### src/tcc_pkg.sv
// package for the timer capture status and configuration block
// assumes a 32-bit axi4-lite bus; register index times four is the byte address
package tcc_pkg;
  localparam int ADDR_W = 20;
  localparam int CNT_W = 16;
  // register indices
  localparam logic [15:0] RUN_INDEX = 16'hA050;
  localparam logic [15:0] CTRL_STATUS_INDEX = 16'hA051;
  localparam logic [15:0] CONFIG_THREE_INDEX = 16'hA052;
  localparam logic [15:0] PERIOD_INDEX = 16'hA054;
  localparam logic [15:0] COMPARE_INDEX = 16'hA056;
  localparam logic [15:0] COUNT_INDEX = 16'hA058;
  localparam logic [15:0] RISE_CAPTURE_INDEX = 16'hA060;
  localparam logic [15:0] FALL_CAPTURE_INDEX = 16'hA062;
  localparam logic [15:0] IRQ_STATUS_INDEX = 16'hA070;
  localparam logic [15:0] IRQ_MASK_INDEX = 16'hA071;
  // control and status field positions
  localparam int COUNTER_RESET_BIT = 7;
  localparam int INDEX_LEVEL_BIT = 6;
  localparam int PHASE_A_LEVEL_BIT = 5;
  localparam int PHASE_B_LEVEL_BIT = 4;
  localparam int TERMINAL_POL_BIT = 3;
  localparam int COMPARE_POL_BIT = 2;
  localparam int TERMINAL_FLAG_BIT = 1;
  localparam int COMPARE_FLAG_BIT = 0;
  // configuration three field positions
  localparam int TERMINAL_IEN_BIT = 7;
  localparam int COMPARE_IEN_BIT = 6;
  localparam int QUAD_CAPTURE_BIT = 5;
  localparam int CLEAR_AFTER_BIT = 4;
  localparam int EXT_RISE_BIT = 3;
  localparam int EXT_FALL_BIT = 2;
  localparam int SW_RISE_BIT = 1;
  localparam int SW_FALL_BIT = 0;
  // interrupt status field positions
  localparam int IRQ_TERMINAL_BIT = 0;
  localparam int IRQ_COMPARE_BIT = 1;
  localparam int IRQ_CAPTURE_BIT = 2;
  // reset values
  localparam logic [7:0] CONFIG_THREE_RESET = 8'h00;
  localparam logic [15:0] PERIOD_RESET = 16'hFFFF;
  localparam logic [15:0] COMPARE_RESET = 16'h0000;
  localparam logic [2:0] IRQ_MASK_RESET = 3'h0;
  // axi responses
  localparam logic [1:0] RESP_OKAY = 2'h0;
  localparam logic [1:0] RESP_SLVERR = 2'h2;
endpackage : tcc_pkg

### src/tcc_core.sv
// counting core with compare, terminal count and two capture registers
// assumes the top holds run state and turns capture sources into pulses
`timescale 1ns/1ps
`default_nettype none
module tcc_core
  import tcc_pkg::*;
#(
  parameter int WIDTH = CNT_W
) (
  input wire logic aclk,
  input wire logic aresetn,
  input wire logic run,
  input wire logic counter_clear,
  input wire logic clear_after,
  input wire logic rise_event,
  input wire logic fall_event,
  input wire logic [WIDTH-1:0] period,
  input wire logic [WIDTH-1:0] compare,
  output logic [WIDTH-1:0] count,
  output logic [WIDTH-1:0] rise_capture,
  output logic [WIDTH-1:0] fall_capture,
  output logic terminal_pulse,
  output logic compare_pulse
);
  logic any_capture;
  assign any_capture = rise_event | fall_event;
  // counter: software clear, clear after capture, wrap at period
  always_ff @(posedge aclk) begin
    if (!aresetn) begin
      count <= '0;
    end else if (counter_clear) begin
      count <= '0;
    end else if (any_capture && clear_after) begin
      count <= '0;
    end else if (run) begin
      count <= (count == period) ? '0 : count + 1'b1;
    end
  end
  // capture registers; sources may coincide
  always_ff @(posedge aclk) begin
    if (!aresetn) begin
      rise_capture <= '0;
      fall_capture <= '0;
    end else if (counter_clear) begin
      rise_capture <= '0;
      fall_capture <= '0;
    end else begin
      if (rise_event) begin
        rise_capture <= count;
      end
      if (fall_event) begin
        fall_capture <= count;
      end
    end
  end
  // event pulses while counting
  always_ff @(posedge aclk) begin
    if (!aresetn) begin
      terminal_pulse <= 1'b0;
      compare_pulse <= 1'b0;
    end else begin
      terminal_pulse <= run && !counter_clear && count == period;
      compare_pulse <= run && !counter_clear && count == compare;
    end
  end
endmodule : tcc_core
`default_nettype wire

### src/tcc_edge.sv
// edge detector for a synchronous pin level
// assumes the pin is already synchronous to aclk
`timescale 1ns/1ps
`default_nettype none
module tcc_edge (
  input wire logic aclk,
  input wire logic aresetn,
  input wire logic level,
  output logic rise,
  output logic fall
);
  logic last;
  // previous level
  always_ff @(posedge aclk) begin
    if (!aresetn) begin
      last <= 1'b0;
    end else begin
      last <= level;
    end
  end
  // one-cycle edge pulses
  assign rise = level & ~last;
  assign fall = ~level & last;
endmodule : tcc_edge
`default_nettype wire

### src/tcc_top.sv
// timer capture status and configuration with an axi4-lite register slave
// assumes pins are synchronous to aclk; one write and one read at a time
//
// Overview of operation
// - counter reset write clears counter and captures
// - counter stays stopped after that reset
// - terminal count sets terminal flag
// - terminal flag holds until written zero
// - compare match sets compare flag
// - compare flag holds until written zero
// - index status reads live pin level
// - phase a status reads live pin
// - phase b status reads live pin
// - polarity bit inverts terminal output
// - polarity bit inverts compare output
// - config three resets zero, strobes write-only
// - clear-after-capture zeroes counter on capture
// - rising external edge is capture event
// - falling external edge is capture event
// - software strobes capture count and self-clear
//
// The implementer's own choice: the AXI4-Lite slave port.
`timescale 1ns/1ps
`default_nettype none
module tcc_top
  import tcc_pkg::*;
#(
  parameter int WIDTH = CNT_W
) (
  input wire logic aclk,
  input wire logic aresetn,
  input wire logic [ADDR_W-1:0] s_axi_awaddr,
  input wire logic [2:0] s_axi_awprot,
  input wire logic s_axi_awvalid,
  output logic s_axi_awready,
  input wire logic [31:0] s_axi_wdata,
  input wire logic [3:0] s_axi_wstrb,
  input wire logic s_axi_wvalid,
  output logic s_axi_wready,
  output logic [1:0] s_axi_bresp,
  output logic s_axi_bvalid,
  input wire logic s_axi_bready,
  input wire logic [ADDR_W-1:0] s_axi_araddr,
  input wire logic [2:0] s_axi_arprot,
  input wire logic s_axi_arvalid,
  output logic s_axi_arready,
  output logic [31:0] s_axi_rdata,
  output logic [1:0] s_axi_rresp,
  output logic s_axi_rvalid,
  input wire logic s_axi_rready,
  input wire logic index_pin,
  input wire logic quad_phase_a_input,
  input wire logic quad_phase_b_input,
  input wire logic ext_capture_pin,
  output logic terminal_out,
  output logic compare_out,
  output logic irq
);

  ////////////////////////////////////////////////////////////////////////////
  // declarations

  logic [ADDR_W-1:0] aw_addr;
  logic aw_held;
  logic [31:0] w_data;
  logic [3:0] w_strb;
  logic w_held;
  logic do_write;
  logic [15:0] w_index;
  logic [15:0] r_index;
  logic run;
  logic terminal_output_polarity;
  logic compare_output_polarity;
  logic terminal_count_flag;
  logic compare_match_flag;
  logic [7:2] config_three;
  logic counter_reset_strobe;
  logic sw_capture_rise_strobe;
  logic sw_capture_fall_strobe;
  logic [WIDTH-1:0] period;
  logic [WIDTH-1:0] compare;
  logic [WIDTH-1:0] timer_count_value;
  logic [WIDTH-1:0] rise_capture_value;
  logic [WIDTH-1:0] fall_capture_value;
  logic terminal_pulse;
  logic compare_pulse;
  logic ext_rise;
  logic ext_fall;
  logic index_rise;
  logic rise_event;
  logic fall_event;
  logic [2:0] irq_status;
  logic [2:0] irq_mask;
  logic [2:0] irq_events;
  logic [31:0] next_rdata;
  logic next_rvalid_err;

  // byte address to register index; low two bits ignored
  function automatic logic [15:0] to_index(input logic [ADDR_W-1:0] addr);
    to_index = 16'(addr >> 2);
  endfunction : to_index

  // byte lane enable: true when the write strobe of the given lane is set
  function automatic logic lane_on(input logic [3:0] strb, input int lane);
    lane_on = strb[lane];
  endfunction : lane_on

  ////////////////////////////////////////////////////////////////////////////
  // axi write channel: address and data taken in either order

  assign w_index = to_index(aw_addr);
  assign do_write = aw_held && w_held && !s_axi_bvalid;

  // hold write address until the response
  always_ff @(posedge aclk) begin
    if (!aresetn) begin
      aw_held <= 1'b0;
      aw_addr <= '0;
    end else if (s_axi_awvalid && s_axi_awready) begin
      aw_held <= 1'b1;
      aw_addr <= s_axi_awaddr;
    end else if (do_write) begin
      aw_held <= 1'b0;
    end
  end

  // hold write data until the response
  always_ff @(posedge aclk) begin
    if (!aresetn) begin
      w_held <= 1'b0;
      w_data <= '0;
      w_strb <= '0;
    end else if (s_axi_wvalid && s_axi_wready) begin
      w_held <= 1'b1;
      w_data <= s_axi_wdata;
      w_strb <= s_axi_wstrb;
    end else if (do_write) begin
      w_held <= 1'b0;
    end
  end

  // ready flops: accept again only after the held beat is consumed
  always_ff @(posedge aclk) begin
    if (!aresetn) begin
      s_axi_awready <= 1'b0;
      s_axi_wready <= 1'b0;
    end else begin
      s_axi_awready <= !aw_held && !(s_axi_awvalid && s_axi_awready) && !s_axi_bvalid;
      s_axi_wready <= !w_held && !(s_axi_wvalid && s_axi_wready) && !s_axi_bvalid;
    end
  end

  // write response; unmapped index answers slverr
  always_ff @(posedge aclk) begin
    if (!aresetn) begin
      s_axi_bvalid <= 1'b0;
      s_axi_bresp <= RESP_OKAY;
    end else if (do_write) begin
      s_axi_bvalid <= 1'b1;
      unique case (w_index)
        RUN_INDEX, CTRL_STATUS_INDEX, CONFIG_THREE_INDEX, PERIOD_INDEX, COMPARE_INDEX,
        COUNT_INDEX, RISE_CAPTURE_INDEX, FALL_CAPTURE_INDEX, IRQ_STATUS_INDEX,
        IRQ_MASK_INDEX: s_axi_bresp <= RESP_OKAY;
        default: s_axi_bresp <= RESP_SLVERR;
      endcase
    end else if (s_axi_bready) begin
      s_axi_bvalid <= 1'b0;
    end
  end

  ////////////////////////////////////////////////////////////////////////////
  // control register effects

  // run bit: cleared by counter reset, set only by software
  always_ff @(posedge aclk) begin
    if (!aresetn) begin
      run <= 1'b0;
    end else if (counter_reset_strobe) begin
      run <= 1'b0;
    end else if (do_write && w_index == RUN_INDEX && lane_on(w_strb, 0)) begin
      run <= w_data[0];
    end
  end

  // one-cycle strobes, write-only, read back as zero
  always_ff @(posedge aclk) begin
    if (!aresetn) begin
      counter_reset_strobe <= 1'b0;
      sw_capture_rise_strobe <= 1'b0;
      sw_capture_fall_strobe <= 1'b0;
    end else begin
      counter_reset_strobe <= do_write && w_index == CTRL_STATUS_INDEX && lane_on(w_strb, 0)
                              && w_data[COUNTER_RESET_BIT];
      sw_capture_rise_strobe <= do_write && w_index == CONFIG_THREE_INDEX
                                && lane_on(w_strb, 0) && w_data[SW_RISE_BIT];
      sw_capture_fall_strobe <= do_write && w_index == CONFIG_THREE_INDEX
                                && lane_on(w_strb, 0) && w_data[SW_FALL_BIT];
    end
  end

  // output polarity bits
  always_ff @(posedge aclk) begin
    if (!aresetn) begin
      terminal_output_polarity <= 1'b0;
      compare_output_polarity <= 1'b0;
    end else if (do_write && w_index == CTRL_STATUS_INDEX && lane_on(w_strb, 0)) begin
      terminal_output_polarity <= w_data[TERMINAL_POL_BIT];
      compare_output_polarity <= w_data[COMPARE_POL_BIT];
    end
  end

  // flags: hardware set wins; only a written zero clears
  always_ff @(posedge aclk) begin
    if (!aresetn) begin
      terminal_count_flag <= 1'b0;
      compare_match_flag <= 1'b0;
    end else begin
      terminal_count_flag <= terminal_pulse | (terminal_count_flag & ~(do_write
        && w_index == CTRL_STATUS_INDEX && lane_on(w_strb, 0)
        && !w_data[TERMINAL_FLAG_BIT]));
      compare_match_flag <= compare_pulse | (compare_match_flag & ~(do_write
        && w_index == CTRL_STATUS_INDEX && lane_on(w_strb, 0)
        && !w_data[COMPARE_FLAG_BIT]));
    end
  end

  // configuration three, read-write upper six bits
  always_ff @(posedge aclk) begin
    if (!aresetn) begin
      config_three <= CONFIG_THREE_RESET[7:2];
    end else if (do_write && w_index == CONFIG_THREE_INDEX && lane_on(w_strb, 0)) begin
      config_three <= w_data[7:2];
    end
  end

  // period and compare values, 16 bits in the low two lanes
  always_ff @(posedge aclk) begin
    if (!aresetn) begin
      period <= PERIOD_RESET;
      compare <= COMPARE_RESET;
    end else if (do_write) begin
      for (int i = 0; i < 2; i++) begin
        if (lane_on(w_strb, i) && w_index == PERIOD_INDEX) begin
          period[i*8 +: 8] <= w_data[i*8 +: 8];
        end
        if (lane_on(w_strb, i) && w_index == COMPARE_INDEX) begin
          compare[i*8 +: 8] <= w_data[i*8 +: 8];
        end
      end
    end
  end

  ////////////////////////////////////////////////////////////////////////////
  // capture sources and counting core

  tcc_edge u_ext_edge (
    .aclk(aclk),
    .aresetn(aresetn),
    .level(ext_capture_pin),
    .rise(ext_rise),
    .fall(ext_fall)
  );

  tcc_edge u_index_edge (
    .aclk(aclk),
    .aresetn(aresetn),
    .level(index_pin),
    .rise(index_rise),
    .fall()
  );

  // all capture sources may coexist
  assign rise_event = (config_three[EXT_RISE_BIT] & ext_rise)
                    | (config_three[QUAD_CAPTURE_BIT] & index_rise)
                    | sw_capture_rise_strobe;
  assign fall_event = (config_three[EXT_FALL_BIT] & ext_fall)
                    | sw_capture_fall_strobe;

  tcc_core #(
    .WIDTH(WIDTH)
  ) u_core (
    .aclk(aclk),
    .aresetn(aresetn),
    .run(run),
    .counter_clear(counter_reset_strobe),
    .clear_after(config_three[CLEAR_AFTER_BIT]),
    .rise_event(rise_event),
    .fall_event(fall_event),
    .period(period),
    .compare(compare),
    .count(timer_count_value),
    .rise_capture(rise_capture_value),
    .fall_capture(fall_capture_value),
    .terminal_pulse(terminal_pulse),
    .compare_pulse(compare_pulse)
  );

  ////////////////////////////////////////////////////////////////////////////
  // outputs and interrupts

  // polarity-selected event outputs
  always_ff @(posedge aclk) begin
    if (!aresetn) begin
      terminal_out <= 1'b0;
      compare_out <= 1'b0;
    end else begin
      terminal_out <= terminal_pulse ^ terminal_output_polarity;
      compare_out <= compare_pulse ^ compare_output_polarity;
    end
  end

  assign irq_events = {rise_event | fall_event, compare_pulse, terminal_pulse};

  // sticky status, write one to clear, set wins
  always_ff @(posedge aclk) begin
    if (!aresetn) begin
      irq_status <= '0;
    end else if (do_write && w_index == IRQ_STATUS_INDEX && lane_on(w_strb, 0)) begin
      irq_status <= irq_events | (irq_status & ~w_data[2:0]);
    end else begin
      irq_status <= irq_events | irq_status;
    end
  end

  // interrupt mask
  always_ff @(posedge aclk) begin
    if (!aresetn) begin
      irq_mask <= IRQ_MASK_RESET;
    end else if (do_write && w_index == IRQ_MASK_INDEX && lane_on(w_strb, 0)) begin
      irq_mask <= w_data[2:0];
    end
  end

  // level interrupt
  always_ff @(posedge aclk) begin
    if (!aresetn) begin
      irq <= 1'b0;
    end else begin
      irq <= (terminal_count_flag & config_three[TERMINAL_IEN_BIT])
           | (compare_match_flag & config_three[COMPARE_IEN_BIT])
           | |(irq_status & irq_mask);
    end
  end

  ////////////////////////////////////////////////////////////////////////////
  // axi read channel

  assign r_index = to_index(s_axi_araddr);

  // read mux; pin levels taken live at the read
  always_comb begin
    next_rdata = '0;
    next_rvalid_err = 1'b0;
    unique case (r_index)
      RUN_INDEX: next_rdata[0] = run;
      CTRL_STATUS_INDEX: begin
        next_rdata[INDEX_LEVEL_BIT] = index_pin;
        next_rdata[PHASE_A_LEVEL_BIT] = quad_phase_a_input;
        next_rdata[PHASE_B_LEVEL_BIT] = quad_phase_b_input;
        next_rdata[TERMINAL_POL_BIT] = terminal_output_polarity;
        next_rdata[COMPARE_POL_BIT] = compare_output_polarity;
        next_rdata[TERMINAL_FLAG_BIT] = terminal_count_flag;
        next_rdata[COMPARE_FLAG_BIT] = compare_match_flag;
      end
      CONFIG_THREE_INDEX: next_rdata[7:2] = config_three;
      PERIOD_INDEX: next_rdata[WIDTH-1:0] = period;
      COMPARE_INDEX: next_rdata[WIDTH-1:0] = compare;
      COUNT_INDEX: next_rdata[WIDTH-1:0] = timer_count_value;
      RISE_CAPTURE_INDEX: next_rdata[WIDTH-1:0] = rise_capture_value;
      FALL_CAPTURE_INDEX: next_rdata[WIDTH-1:0] = fall_capture_value;
      IRQ_STATUS_INDEX: next_rdata[2:0] = irq_status;
      IRQ_MASK_INDEX: next_rdata[2:0] = irq_mask;
      default: next_rvalid_err = 1'b1;
    endcase
  end

  // read address ready while no answer is pending
  always_ff @(posedge aclk) begin
    if (!aresetn) begin
      s_axi_arready <= 1'b0;
    end else begin
      s_axi_arready <= !s_axi_rvalid && !(s_axi_arvalid && s_axi_arready);
    end
  end

  // read data one cycle after the address is taken
  always_ff @(posedge aclk) begin
    if (!aresetn) begin
      s_axi_rvalid <= 1'b0;
      s_axi_rdata <= '0;
      s_axi_rresp <= RESP_OKAY;
    end else if (s_axi_arvalid && s_axi_arready) begin
      s_axi_rvalid <= 1'b1;
      s_axi_rdata <= next_rdata;
      s_axi_rresp <= next_rvalid_err ? RESP_SLVERR : RESP_OKAY;
    end else if (s_axi_rready) begin
      s_axi_rvalid <= 1'b0;
    end
  end

endmodule : tcc_top
`default_nettype wire

### config.mk
export PLATFORM = sky130hd
export DESIGN_NAME = tcc_top
export DESIGN_NICKNAME = d
export VERILOG_FILES = /design/src/tcc_pkg.sv /design/src/tcc_core.sv /design/src/tcc_edge.sv /design/src/tcc_top.sv
export SDC_FILE = /design/constraint.sdc
export NUM_CORES = 1
export LEC_CHECK = 0
export ABC_CLOCK_PERIOD_IN_PS = 2000
export BUFFER_PORTS_ARGS = -buffer_cell sky130_fd_sc_hd__buf_2
export CORE_ASPECT_RATIO = 0.8
export CORE_MARGIN = 2
export CORE_UTILIZATION = 51
export DETAILED_ROUTE_END_ITERATION = 7
export PLACE_DENSITY = 0.77
export SLEW_MARGIN = 20
export SYNTH_ARGS = -nofsm -noshare
export SYNTH_HDL_FRONTEND = slang
export SYNTH_HIERARCHICAL = 1
export SYNTH_SLANG_ARGS = --single-unit
### constraint.sdc
create_clock -name aclk -period 2 [get_ports aclk]
set_clock_uncertainty 0.05 [all_clocks]
set_input_delay 0.1 -clock aclk [delete_from_list [all_inputs] [get_ports aclk]]
set_output_delay 0.1 -clock aclk [all_outputs]
set_load 0.02 [all_outputs]
# Yosys cells after proc, flatten, opt, wreduce, memory -nomap -nowiden
# Index checks and enable logic that the tools add are counted.
dict set report op_classes {
  n_addsub 1
  n_eq_ne 22
  n_mux 17
  n_bitwise 31
  reduce_logical 56
}
# cell count
set op_table {}
lappend op_table {{== test 16 bit (second input constant)} 20}
lappend op_table {{one-hot mux 8 bit (5 select lines)} 1}
lappend op_table {{logical AND 1 bit} 33}
lappend op_table {{== test 16 bit} 2}
lappend op_table {{one-hot mux 4 bit (7 select lines)} 1}
lappend op_table {{OR reduction 10 bit} 2}
lappend op_table {{one-hot mux 1 bit (9 select lines)} 2}
lappend op_table {{adder 16 x 1 -> 16 bit (second input constant)} 1}
lappend op_table {{2-to-1 mux 16 bit} 1}
lappend op_table {{AND 1 bit} 10}
lappend op_table {{logical NOT 1 bit} 10}
lappend op_table {{bitwise OR 1 bit} 8}
lappend op_table {{one-hot mux 1 bit (8 select lines)} 1}
lappend op_table {{AND reduction 2 bit} 4}
lappend op_table {{nonzero test 2 bit} 4}
lappend op_table {{2-to-1 mux 1 bit} 7}
lappend op_table {{AND 3 bit} 2}
lappend op_table {{NOT 1 bit} 6}
lappend op_table {{bitwise OR 3 bit} 2}
lappend op_table {{one-hot mux 1 bit (6 select lines)} 1}
lappend op_table {{OR reduction 3 bit} 2}
lappend op_table {{2-to-1 mux 2 bit} 2}
lappend op_table {{2-to-1 mux 3 bit} 1}
lappend op_table {{NOT 3 bit} 1}
lappend op_table {{other kinds (2)} 3}
dict set report totals {
  register_bits 170
  input_bits 93
  wordCells 165
}

# Logic depth before layout (Yosys ltp)
dict set report logic_depth {
  ltp_word 8
  mapped_depth 8
  depth_no_buf 6
}

# Cells and area by module
# Netlist, hierarchy kept.
# mod n_inst cells_per_inst area_each_um2 seq_area_each_um2
set by_module_without_submodules {}
lappend by_module_without_submodules {tcc_top 1 605 5235.0 2282.2}
lappend by_module_without_submodules {tcc_core 1 244 2409.8 1001.0}
lappend by_module_without_submodules {tcc_edge 2 4 38.8 20.0}

# Least setup slack after synthesis
# No wires, ideal clock.
dict set report synth_path {
  kind {reg2reg}
  start {register s_axi_bvalid}
  end {register period[10]}
  setup_time_ps 130
  arrival_time_ps 1809
  slack_ps 11
  path_stages_with_launch 7
  period_less_slack_ps 1989
  cell_sequence {dfxtp_1 > nand3b_4 > or2_1 > buf_4 > nor4_4 > mux2i_1 > nand2_1}
}
dict set report synth_via {
  elab_chain_len 3
}
# element line
set synth_lines {}
lappend synth_lines {{from (decl)} tcc_top.sv:41} ;# output logic s_axi_bvalid,
lappend synth_lines {{from (signal assigned)} tcc_top.sv:156} ;# s_axi_bvalid <= 1'b0;
lappend synth_lines {{from (signal assigned)} tcc_top.sv:159} ;# s_axi_bvalid <= 1'b1;
lappend synth_lines {{from (signal assigned)} tcc_top.sv:167} ;# s_axi_bvalid <= 1'b0;
lappend synth_lines {{logical NOT 1 bit} tcc_top.sv:112} ;# assign do_write = aw_held && w_held && !s_axi_bvalid;
lappend synth_lines {{logical AND 1 bit} tcc_top.sv:112}
lappend synth_lines {{AND reduction 2 bit (no line)} --}
lappend synth_lines {{to (signal, indexed assignment)} tcc_top.sv:244} ;# period[i*8 +: 8] <= w_data[i*8 +: 8];
lappend synth_lines {{to (decl)} tcc_top.sv:80} ;# logic [WIDTH-1:0] period;
# Every way passes these cells.
# A chain may end at the register's enable or synchronous reset.

# Final worst setup path
dict set report layout_path {
  start {input ext_capture_pin}
  end {register u_core.count[5]}
}
dict set report layout_via {
  elab_chain_len 7
}
# element line
set layout_lines {}
lappend layout_lines {{from (decl)} tcc_top.sv:54} ;# input wire logic ext_capture_pin,
lappend layout_lines {{AND 1 bit} tcc_edge.sv:22} ;# assign rise = level & ~last;
lappend layout_lines {{via ext_rise} tcc_top.sv:87} ;# logic ext_rise;
lappend layout_lines {{AND 1 bit} tcc_top.sv:273} ;# assign rise_event = (config_three[EXT_RISE_BIT] & ext_rise)
lappend layout_lines {{bitwise OR 1 bit} tcc_top.sv:274} ;# | (config_three[QUAD_CAPTURE_BIT] & index_rise)
lappend layout_lines {{bitwise OR 1 bit} tcc_top.sv:275} ;# | sw_capture_rise_strobe;
lappend layout_lines {{via rise_event} tcc_top.sv:90} ;# logic rise_event;
lappend layout_lines {{bitwise OR 1 bit} tcc_core.sv:26} ;# assign any_capture = rise_event | fall_event;
lappend layout_lines {{logical AND 1 bit} tcc_core.sv:33} ;# end else if (any_capture && clear_after) begin
lappend layout_lines {{OR reduction 3 bit (no line)} --}
lappend layout_lines {{to (signal assigned)} tcc_core.sv:36} ;# count <= (count == period) ? '0 : count + 1'b1;
lappend layout_lines {{to (decl)} tcc_core.sv:19} ;# output logic [WIDTH-1:0] count,
# The timed path passes the listed nets, and every way through them passes these cells.

==> results.json <==
{
  "power.density_nw_per_um2": 757,
  "fin_ws_ps": 68.8,
  "worst_pin_slew_ps": 649,
  "hpwl_um": 14200,
  "core_region_area_um2": 14900,
  "post_cts_buffers": 0,
  "final.setup.tns_ps": 0,
  "ios": 137,
  "required_ps": 2320,
  "firstDrtPassIters": 8,
  "arrival_ps": 2250,
  "grt_pass1_vias": 6381,
  "antenna_found_initial": 0,
  "place_congestion": 0.913,
  "dpl.cell_count": 1120,
  "fin_crit_sh_pct": 96.6,
  "path_max_fanout": 13,
  "antenna_cells": 0,
  "cts_made_buffers": 17,
  "final_cell_count_no_fill": 1190,
  "place_ws_ps": 161,
  "route.detailed.drc": 0,
  "grt_pass1_wl_um": 33500,
  "endpoint_kind": "flop",
  "rsz0062_at_grt": "no",
  "utilization_pct": 62.8,
  "ys.warnings.count": 6,
  "syn_area_per_cell_um2": 9.01,
  "syn-cell-area_um2": 7720,
  "grt-ovfl-total": 0,
  "port_buffers": 86,
  "startpoint": "ext_capture_pin",
  "setup_viol": 0,
  "clockBufferDepth": 2,
  "routedWlPerCell_um": 17.6,
  "start_kind": "input pin",
  "worstSetupPathType": "input pin to flop",
  "num_vias": 6793,
  "p_leak_nw": 3.65,
  "hold_viol": 0,
  "fin_crit_ps": 1930,
  "cts_sinks": 166,
  "cts_tree": "done",
  "dieArea_um2": 16100,
  "grt_max_degree": 70,
  "rrSetupSlack_ps": 110,
  "rows": 40,
  "drtIter0Drc": 572,
  "fp.dieW_um": 142,
  "htreeDepth": 4,
  "synthCells": 856,
  "fmax_mhz": 518,
  "slew_headroom_pct": 56.6,
  "outcome": "finished, final reports clean",
  "start_util_pct": 51.7,
  "slew_violations": 0,
  "grt_use_total_pct": 26.6,
  "path_clk_slew_ps": 60,
  "r2r-start": "aw_addr[9]",
  "min-delay-start": "aresetn",
  "nNetsFinal": 1082,
  "vias_per_cell": 5.71,
  "area_delta_synth_final_pct": 21.4,
  "die_h_um": 114,
  "wirelength_um": 20900,
  "cts_resized": 0,
  "clock-root-buffer": "clkbuf_16",
  "clk_latency_ps": 440,
  "cts_hold_buffers": 38,
  "ant_nets": 0,
  "drv_cap": 0,
  "drive_gt1_share_pct": 19.8,
  "ir_drop_v": 0.000726,
  "hold_path_class": "input pin to flop"
}
[cell usage in the layout, fill, tap and decap left out, drive strengths merged, types with 15 or more instances in the layout]
cell,n
a21oi,63
a221oi,16
buf,137
clkbuf,18
conb,18
dfxtp,166
dlygate4sd3,38
mux2i,71
nand2,111
nand3,21
nor2,93
nor3,15
o21ai,28
xor2,43
[metrics by stage]
step	power (W)	hold WS (ps)	cell area, um2
4_1_cts	0.00710	9.56	9370
3_3_place_gp	0.00396	280	8430
5_1_grt	0.00731	25.4	9370
2_1_floorplan	0.00382	172	7780
6_report	0.00709	38.0	9370
3_5_place_dp	0.00397	290	8430
[where the power goes]
part           leakage [nW]  internal [W]  switching, W
Combinational          2.04      0.000220      0.000325
Sequential             1.34       0.00337     0.0000546
Clock                 0.263       0.00172       0.00140
[worst max-delay path, cell delays in order]
cell	delay, ps
dlygate4sd3_1	530
buf_2	130
nor2b_1	140
a221o_1	360
o21ai_0	310
nand2b_1	190
o21bai_4	220
buf_12	160
nor2_2	100
[layout make-up]
cell class | instances | area [um2]
Clock buffer | 18 | 429
Clock inverter | 14 | 128
Fill cell | 1230 | 5550
Inverter | 6 | 22.5
Multi-Input combinational cell | 622 | 3970
Sequential cell | 166 | 3320
Tap cell | 189 | 236
Timing Repair Buffer | 175 | 1260
[sequential cells by signal, summed over array words and instances, names as in the netlist, 6 cells and up]
| signal | cells |
|---|---|
| w_data | 16 |
| u_core/rise_capture | 16 |
| u_core/count | 16 |
| compare | 16 |
| period | 16 |
| aw_addr | 16 |
| s_axi_rdata | 16 |
| u_core/fall_capture | 16 |
| config_three | 6 |
[routing by layer]
metal	vias to the layer above	part of all wire, %	global-route usage (%)
li1	3254	-	-
met1	3211	45	36.2
met2	282	46	42.4
met3	46	7.2	5.88
met4	0	2.2	8.67
met5	-	0	0
[path summary, 6_finish.rpt]
check	to	cells past startpoint
setup / recovery	u_core/count[5]	9
hold / removal	s_axi_rdata[8]	3
setup reg to reg	compare[9]	7
hold reg to reg	run	1
Note: power is estimated with default switching activity, not from simulation.
